$ cat config.mk
export PLATFORM = sky130hd
export DESIGN_NAME = acq_status
export DESIGN_NICKNAME = d
export VERILOG_FILES = /design/src/acq_status_pkg.sv /design/src/mux_sel_if.sv /design/src/acq_status.sv /design/src/mux_decode.sv
export SDC_FILE = /design/constraint.sdc
export NUM_CORES = 1
export LEC_CHECK = 0
export ABC_AREA = 1
export BUFFER_PORTS_ARGS = -buffer_cell sky130_fd_sc_hd__buf_4
export CORE_ASPECT_RATIO = 1.4
export CORE_UTILIZATION = 46
export CTS_CLUSTER_DIAMETER = 200
export CTS_CLUSTER_SIZE = 30
export DETAILED_ROUTE_END_ITERATION = 8
export PLACE_DENSITY = 0.83
export SLEW_MARGIN = 0
export SYNTH_ARGS = -nofsm -noshare
export SYNTH_HDL_FRONTEND = slang
export SYNTH_SLANG_ARGS = --single-unit
$ cat constraint.sdc
create_clock -name clk_sys -period 1 [get_ports clk_sys]
set_input_delay 0.2 -clock clk_sys [delete_from_list [all_inputs] [get_ports clk_sys]]
set_output_delay 0.2 -clock clk_sys [all_outputs]
set_load 0.03 [all_outputs]
$ cat src/acq_status_pkg.sv
// Constants and types shared by the acquisition status block
package acq_status_pkg;
   localparam int ADDR_W = 8;
   localparam logic [7:0] OFS_STATUS = 8'h00;
   localparam logic [7:0] OFS_CTRL = 8'h04;
   localparam logic [7:0] OFS_TC_CLEAR = 8'h08;
   localparam logic [7:0] OFS_CONV_CLEAR = 8'h0C;
   localparam logic [7:0] OFS_IRQ_STATUS = 8'h10;
   localparam logic [7:0] OFS_IRQ_MASK = 8'h14;
   // Status word bit positions
   localparam int ST_ACQ_ACTIVE = 11;
   localparam int ST_TC_FLAG = 10;
   localparam int ST_OVERFLOW = 9;
   localparam int ST_OVERRUN = 8;
   localparam int ST_GAIN_LSB = 6;
   localparam int ST_XFER_CH = 5;
   localparam int ST_UPPER_MUX = 4;
   localparam int ST_LOWER_MUX = 3;
   localparam int ST_ADDR_LSB = 0;
   // Control register fields
   localparam int CT_CHAN_LSB = 0;
   localparam int CT_GAIN_LSB = 4;
   localparam int CT_DUAL = 6;
   localparam int CT_DIFF = 7;
   // Interrupt status and mask bits
   localparam int IRQ_TC = 0;
   localparam int IRQ_OVERFLOW = 1;
   localparam int IRQ_OVERRUN = 2;
   localparam int IRQ_ACQ_END = 3;
   localparam int IRQ_W = 4;
   localparam logic [3:0] RST_IRQ_MASK = 4'h0;
   localparam logic [3:0] RST_CHAN = 4'h0;
   localparam logic [1:0] RST_GAIN = 2'h0;
   localparam logic [31:0] RST_RDATA = 32'h0000_0000;
   localparam logic [2:0] LOW_CHAN_MASK = 3'h7;
   typedef enum logic {ACQ_IDLE, ACQ_RUN} acq_state_type;
endpackage

$ cat src/mux_sel_if.sv
// Channel selection signals between status core and mux decoder
`timescale 1ns/100ps
`default_nettype none
interface mux_sel_if;
   logic [3:0] chan;
   logic diff;
   logic upper_mux_on;
   logic lower_mux_on;
   logic [2:0] mux_addr_low;
   modport ctl (output chan, output diff, input upper_mux_on, input lower_mux_on, input mux_addr_low);
   modport dec (input chan, input diff, output upper_mux_on, output lower_mux_on, output mux_addr_low);
endinterface
`default_nettype wire

$ cat src/acq_status.sv
// Acquisition status word with APB register access and error abort
//
// Notes on behaviour
// RULE1: Bit 11 reads 1 while an acquisition run is active, else 0.
// RULE2: Bit 10 sets on a transfer terminal-count pulse; marks that interrupt cause.
// RULE3: Terminal-count flag holds until software writes the terminal-count clear strobe.
// RULE4: Bit 9 sets when a result arrives while the FIFO is full.
// RULE5: FIFO overflow during a run ends the run at once.
// RULE6: Bit 8 sets when a conversion starts before the previous one finished.
// RULE7: Conversion overrun during a run ends the run at once.
// RULE8: Overflow and overrun flags hold until the conversion clear strobe is written.
// RULE9: Bits 7-6 return the gain code applied to the amplifier.
// RULE10: Dual mode alternates transfer channels; bit 5 shows 0 for channel 1, 1 for 2.
// RULE11: Without dual mode only transfer channel 1 is used.
// RULE12: Bit 4 shows upper mux enable; single-ended on only for channels 8-15.
// RULE13: Bit 3 shows lower mux enable; single-ended on only for channels 0-7.
// RULE14: Bits 2-0 hold low channel address; upper mux means address plus 8.
// RULE15: Differential mode selects address and address plus 8 together.
// RULE16: Differential mode keeps both muxes enabled, both enable bits read 1.
// RULE17: Status word is a 16-bit read-only register at offset 0.
// RULE18: Reading the status word changes nothing.
`timescale 1ns/100ps
`default_nettype none
module acq_status
   import acq_status_pkg::*;
(
   input wire logic clk_sys,
   input wire logic rst_b,
   input wire logic psel,
   input wire logic penable,
   input wire logic pwrite,
   input wire logic [ADDR_W-1:0] paddr,
   input wire logic [31:0] pwdata,
   input wire logic [3:0] pstrb,
   output logic [31:0] prdata,
   output logic pready,
   output logic pslverr,
   input wire logic acq_start,
   input wire logic acq_count_done,
   input wire logic xfer_tc,
   input wire logic xfer_done,
   input wire logic conv_start,
   input wire logic conv_busy,
   input wire logic conv_result_valid,
   input wire logic fifo_full,
   output logic acq_active,
   output logic acq_abort,
   output logic xfer_count_done_flag,
   output logic xfer_channel_sel,
   output logic [1:0] gain_code,
   output logic upper_mux_on,
   output logic lower_mux_on,
   output logic [2:0] mux_addr_low,
   output logic irq
);
   typedef struct packed {
      acq_state_type acq;
      logic tc_flag;
      logic ovf_flag;
      logic ovr_flag;
      logic xfer_ch;
      logic [1:0] gain;
      logic dual;
      logic diff;
      logic [3:0] chan;
      logic [IRQ_W-1:0] irq_stat;
      logic [IRQ_W-1:0] irq_mask;
      logic [31:0] rdata;
      logic slverr;
      logic abort;
   } state_type;

   state_type s_reg;
   state_type s_next;
   mux_sel_if sel_bus ();

   logic setup;
   logic wr;
   logic ovf_evt;
   logic ovr_evt;
   logic tc_clr;
   logic conv_clr;
   logic [15:0] status_word;

   function automatic logic known_addr(input logic [ADDR_W-1:0] a);
      known_addr = (a == OFS_STATUS) || (a == OFS_CTRL) || (a == OFS_TC_CLEAR) ||
                   (a == OFS_CONV_CLEAR) || (a == OFS_IRQ_STATUS) || (a == OFS_IRQ_MASK);
   endfunction

   function automatic logic is_wr(input logic w, input logic [ADDR_W-1:0] a, input logic [ADDR_W-1:0] ofs);
      is_wr = w && (a == ofs);
   endfunction

   // Zero wait states: read data is captured in the setup cycle
   assign setup = psel && !penable;
   assign pready = psel && penable;
   assign wr = psel && penable && pwrite;
   assign ovf_evt = conv_result_valid && fifo_full; // RULE4
   assign ovr_evt = conv_start && conv_busy; // RULE6
   assign tc_clr = is_wr(wr, paddr, OFS_TC_CLEAR);
   assign conv_clr = is_wr(wr, paddr, OFS_CONV_CLEAR);

   always_comb begin
      status_word = 16'h0000;
      status_word[ST_ACQ_ACTIVE] = (s_reg.acq == ACQ_RUN); // RULE1
      status_word[ST_TC_FLAG] = s_reg.tc_flag; // RULE2
      status_word[ST_OVERFLOW] = s_reg.ovf_flag; // RULE4
      status_word[ST_OVERRUN] = s_reg.ovr_flag; // RULE6
      status_word[ST_GAIN_LSB +: 2] = s_reg.gain; // RULE9
      status_word[ST_XFER_CH] = s_reg.xfer_ch; // RULE10
      status_word[ST_UPPER_MUX] = sel_bus.upper_mux_on; // RULE12
      status_word[ST_LOWER_MUX] = sel_bus.lower_mux_on; // RULE13
      status_word[ST_ADDR_LSB +: 3] = sel_bus.mux_addr_low; // RULE14
   end

   always_comb begin
      s_next = s_reg;
      s_next.abort = 1'b0;
      // Acquisition run control; an error ends the run in the same cycle
      case (s_reg.acq)
         ACQ_IDLE: begin
            if (acq_start && !ovf_evt && !ovr_evt) begin
               s_next.acq = ACQ_RUN;
            end
         end
         ACQ_RUN: begin
            if (ovf_evt || ovr_evt) begin
               s_next.acq = ACQ_IDLE; // RULE5 RULE7
               s_next.abort = 1'b1; // RULE5 RULE7
            end else if (acq_count_done) begin
               s_next.acq = ACQ_IDLE;
            end
         end
         default: begin
            s_next.acq = ACQ_IDLE;
         end
      endcase
      // Flags: a hardware event in the clear cycle wins over the clear
      if (tc_clr) begin
         s_next.tc_flag = 1'b0; // RULE3
      end
      if (xfer_tc) begin
         s_next.tc_flag = 1'b1; // RULE2
      end
      if (conv_clr) begin
         s_next.ovf_flag = 1'b0; // RULE8
         s_next.ovr_flag = 1'b0; // RULE8
      end
      if (ovf_evt) begin
         s_next.ovf_flag = 1'b1; // RULE4
      end
      if (ovr_evt) begin
         s_next.ovr_flag = 1'b1; // RULE6
      end
      // Transfer channel
      if (!s_reg.dual) begin
         s_next.xfer_ch = 1'b0; // RULE11
      end else if (xfer_done) begin
         s_next.xfer_ch = ~s_reg.xfer_ch; // RULE10
      end
      // Register writes; the status word itself has no write path
      if (is_wr(wr, paddr, OFS_CTRL) && pstrb[0]) begin
         s_next.chan = pwdata[CT_CHAN_LSB +: 4];
         s_next.gain = pwdata[CT_GAIN_LSB +: 2]; // RULE9
         s_next.dual = pwdata[CT_DUAL];
         s_next.diff = pwdata[CT_DIFF];
      end
      if (is_wr(wr, paddr, OFS_IRQ_MASK) && pstrb[0]) begin
         s_next.irq_mask = pwdata[IRQ_W-1:0];
      end
      if (is_wr(wr, paddr, OFS_IRQ_STATUS) && pstrb[0]) begin
         s_next.irq_stat = s_reg.irq_stat & ~pwdata[IRQ_W-1:0];
      end
      if (xfer_tc) begin
         s_next.irq_stat[IRQ_TC] = 1'b1;
      end
      if (ovf_evt) begin
         s_next.irq_stat[IRQ_OVERFLOW] = 1'b1;
      end
      if (ovr_evt) begin
         s_next.irq_stat[IRQ_OVERRUN] = 1'b1;
      end
      if (s_reg.acq == ACQ_RUN && s_next.acq == ACQ_IDLE) begin
         s_next.irq_stat[IRQ_ACQ_END] = 1'b1;
      end
      // Reads have no side effects on any flag
      if (setup) begin
         s_next.rdata = RST_RDATA;
         s_next.slverr = !known_addr(paddr) || (pwrite && paddr == OFS_STATUS); // RULE17
         if (!pwrite) begin
            case (paddr)
               OFS_STATUS: s_next.rdata = {16'h0000, status_word}; // RULE17 RULE18
               OFS_CTRL: s_next.rdata = {24'h00_0000, s_reg.diff, s_reg.dual, s_reg.gain, s_reg.chan};
               OFS_IRQ_STATUS: s_next.rdata = {28'h000_0000, s_reg.irq_stat};
               OFS_IRQ_MASK: s_next.rdata = {28'h000_0000, s_reg.irq_mask};
               default: s_next.rdata = RST_RDATA;
            endcase
         end
      end
   end

   always_ff @(posedge clk_sys or negedge rst_b) begin
      if (!rst_b) begin
         s_reg <= '{acq: ACQ_IDLE, tc_flag: 1'b0, ovf_flag: 1'b0, ovr_flag: 1'b0, xfer_ch: 1'b0,
                    gain: RST_GAIN, dual: 1'b0, diff: 1'b0, chan: RST_CHAN, irq_stat: '0,
                    irq_mask: RST_IRQ_MASK, rdata: RST_RDATA, slverr: 1'b0, abort: 1'b0};
      end else begin
         s_reg <= s_next;
      end
   end

   assign sel_bus.chan = s_reg.chan;
   assign sel_bus.diff = s_reg.diff;

   mux_decode u_mux_decode (
      .clk_sys(clk_sys),
      .rst_b(rst_b),
      .sel(sel_bus)
   );

   assign prdata = s_reg.rdata;
   assign pslverr = pready && s_reg.slverr;
   assign acq_active = (s_reg.acq == ACQ_RUN); // RULE1
   assign acq_abort = s_reg.abort;
   assign xfer_count_done_flag = s_reg.tc_flag;
   assign xfer_channel_sel = s_reg.xfer_ch;
   assign gain_code = s_reg.gain;
   assign upper_mux_on = sel_bus.upper_mux_on;
   assign lower_mux_on = sel_bus.lower_mux_on;
   assign mux_addr_low = sel_bus.mux_addr_low;
   // Level output; clears only when software clears or masks every pending cause
   assign irq = |(s_reg.irq_stat & s_reg.irq_mask);
endmodule
`default_nettype wire

$ cat src/mux_decode.sv
// Input multiplexer enable and address decoder
`timescale 1ns/100ps
`default_nettype none
module mux_decode
   import acq_status_pkg::*;
(
   input wire logic clk_sys,
   input wire logic rst_b,
   mux_sel_if.dec sel
);
   typedef struct packed {
      logic upper;
      logic lower;
      logic [2:0] addr;
   } dec_state_type;

   dec_state_type s_reg;
   dec_state_type s_next;

   always_comb begin
      s_next = s_reg;
      s_next.addr = sel.chan[2:0] & LOW_CHAN_MASK; // RULE14 RULE15
      if (sel.diff) begin
         // Both muxes stay on so the pair addr and addr+8 is selected
         s_next.upper = 1'b1; // RULE16 RULE15
         s_next.lower = 1'b1; // RULE16
      end else begin
         s_next.upper = sel.chan[3]; // RULE12
         s_next.lower = ~sel.chan[3]; // RULE13
      end
   end

   always_ff @(posedge clk_sys or negedge rst_b) begin
      if (!rst_b) begin
         s_reg <= '0;
      end else begin
         s_reg <= s_next;
      end
   end

   assign sel.upper_mux_on = s_reg.upper;
   assign sel.lower_mux_on = s_reg.lower;
   assign sel.mux_addr_low = s_reg.addr;
endmodule
`default_nettype wire

==> results.ini <==
[status]
status=complete, but fails checks
violations=negative setup slack

[clocking]
clock_latency_ns=0.30
cts_sinks=40
cts_tree=built
cts-root-buf=clkbuf_8
clock_path_buffers=2
cts_made_buffers=5
path_clk_slew_ns=0.08
htreeDepth=2

[worst_hold_path]
hold_path_depth=2
min_to=xfer_channel_sel
min_path_type=in -> reg
hold_start=xfer_done

[synthesis]
syn_area_um2=2140
synthDistinctLibCells=26
synth-seq-area-share=0.469
ys_warn_count=0
syn_inst=268
avgSynthCellArea_um2=7.97
ys_ff_latch=40

[setup_path]
r2r-end=prdata[0]
cp.arrival_ns=1.08
cp.required_ns=0.80
r2r_slack_ns=-0.13
worst-path-max-fanout=2
slowest_delay_ns=0.41
endpoint_kind=output pin
slowest_stage=dfrtp_1
r2r_cells=8
start_kind=flop
rr_startpoint=s_reg[38]
path_cells=nand2_1, nand4_1, buf_6
worst-path-buf-inv=1
worstSetupPathType=reg -> out
crit_family=flip-flops

[global_route]
grt_pass1_vias=1889
grt_max_degree=20
grt_pass1_wl_um=8110
antenna_found_initial=0
track_usage=0.226
grt.overflow.total=0

[floorplan]
core_area_um2=4500
die_w_um=59.6
design.die.area_um2=4920
row_count=29
die_h_um=82.6
initial_utilization=0.475
ios=103

[routing]
dr_total_vias=2125
drtAntennaViolNets=0
dr.pass1.iters=4
initialDrtViolationCount=90
avgViaCountPerCell=4.94
routed_wl_um=6110
drc=0
wl_per_cell_um=14.2

[power]
p_leak_nw=1.68
power.density_nw_per_um2=1050
vdd_drop_max_mv=0.866
total_power_mw=3.30

[place]
pre_cts_ws_ns=-0.271
placed_area_um2=2640
io_buffers=55
hpwl_um=3600
routabilityCongestion=0.832

[layout]
final_common_cell=buf_4
nNetsFinal=424
final_cell_mix=buf_4 (78), nand2_1 (75), dfrtp_1 (39)
drive_above_1_share=0.413
postLayoutCellArea_um2=3150
area_delta_synth_final_pct=47.6
diodes=0

[timing]
finalClockSkew_ns=0.00808
setup-violations-final=29
fin_ws_ns=-0.276
period_share=1.28
final-hold-violation-count=0
timing.final.crit_period_ns=1.28
rsz0062_at_grt=yes
slew_violations=0
fmax_mhz=784

[run]
drv_cap=0

-- per-layer routing --
layer	GRT usage	vias up	wire, um
met2	0.412	114	3230
met4	0.135	0	269
met5	0	-	0
met1	0.234	1002	2280
li1	-	984	-
met3	0.0483	25	337
-- stage by stage --
step,hold WS [ns],util,TNS [ns],cells
CTS,0.0738,0.658,-1.27,414
finish,0.0680,0.701,-1.61,430
floorplan,-0.0956,-,-0.0284,287
global placement,0.0533,0.587,-5.96,388
detailed placement,0.0579,0.587,-7.12,388
global route,0.0745,0.701,-2.87,430
-- worst max-delay path by stage --
stage / from / endpoint / slack, ns / cells after the start
global placement: psel / s_reg[47] / -0.23 / 6
finish: s_reg[35] / irq / -0.28 / 3
global route: s_reg[38] / irq / -0.31 / 3
CTS: s_reg[40] / irq / -0.25 / 3
floorplan: psel / sel_bus.chan[1] / -0.006 / 6
detailed placement: psel / s_reg[47] / -0.27 / 6
-- synthesized netlist by cell type --
cell type,number,share of area
o21ai_0,16,0.037
nand3_1,17,0.040
nand4_1,2,0.0059
buf_6,1,0.0053
and3_1,1,0.0029
buf_2,1,0.0023
a21oi_1,3,0.0070
a21oi_2,4,0.016
o22ai_1,2,0.0059
inv_2,3,0.0053
nor2_1,11,0.019
nor3_1,1,0.0023
or2_2,1,0.0029
conb_1,1,0.0018
dfrtp_1,40,0.47
a22oi_1,1,0.0035
nand3_2,2,0.0094
nand2_1,79,0.14
inv_1,34,0.060
o21ai_1,4,0.0094
o31ai_1,3,0.011
nor3b_4,1,0.0088
clkbuf_1,1,0.0018
nand2_2,1,0.0029
nor2_2,3,0.0088
buf_4,35,0.12
-- what timing repair did --
item	CTS	global route
cloned	0	2
setup endpoints to repair	25	48
resized for setup	25	19
setup buffers	17	15
pin swaps	4	6
endpoints found under the hold margin	40	0
hold buffers	1	0
-- area by class of cell --
| class | count | area, um^2 |
|---|---|---|
| Sequential cell | 40 | 1000 |
| Tap cell | 62 | 77.6 |
| Multi-Input combinational cell | 174 | 890 |
| Fill cell | 318 | 1350 |
| Timing Repair Buffer | 109 | 951 |
| Clock inverter | 3 | 18.8 |
| Inverter | 37 | 144 |
| Clock buffer | 5 | 68.8 |
-- worst reg2reg max path: stages, from the launching register on --
cell and delay, ns:
dfrtp_1 0.41, buf_4 0.14, buf_6 0.10, nand3_1 0.08, nand2_1 0.08, inv_1 0.07, nand2_1 0.05, nand2_1 0.05
nand2_1 0.04
-- power by group --
part	switching, mW	internal (mW)	total, mW
Sequential	0.0139	1.64	1.65
Clock	0.599	0.486	1.09
Combinational	0.340	0.224	0.563
Total	0.953	2.35	3.30
-- logic make-up after synthesis --
family | share of synthesized area
other | 0.00176
AND/OR/NAND/NOR | 0.242
buffers and inverters | 0.197
AO/OA/AOI/OAI | 0.0902
flip-flops | 0.469
Note: power is estimated with default switching activity, not from simulation.
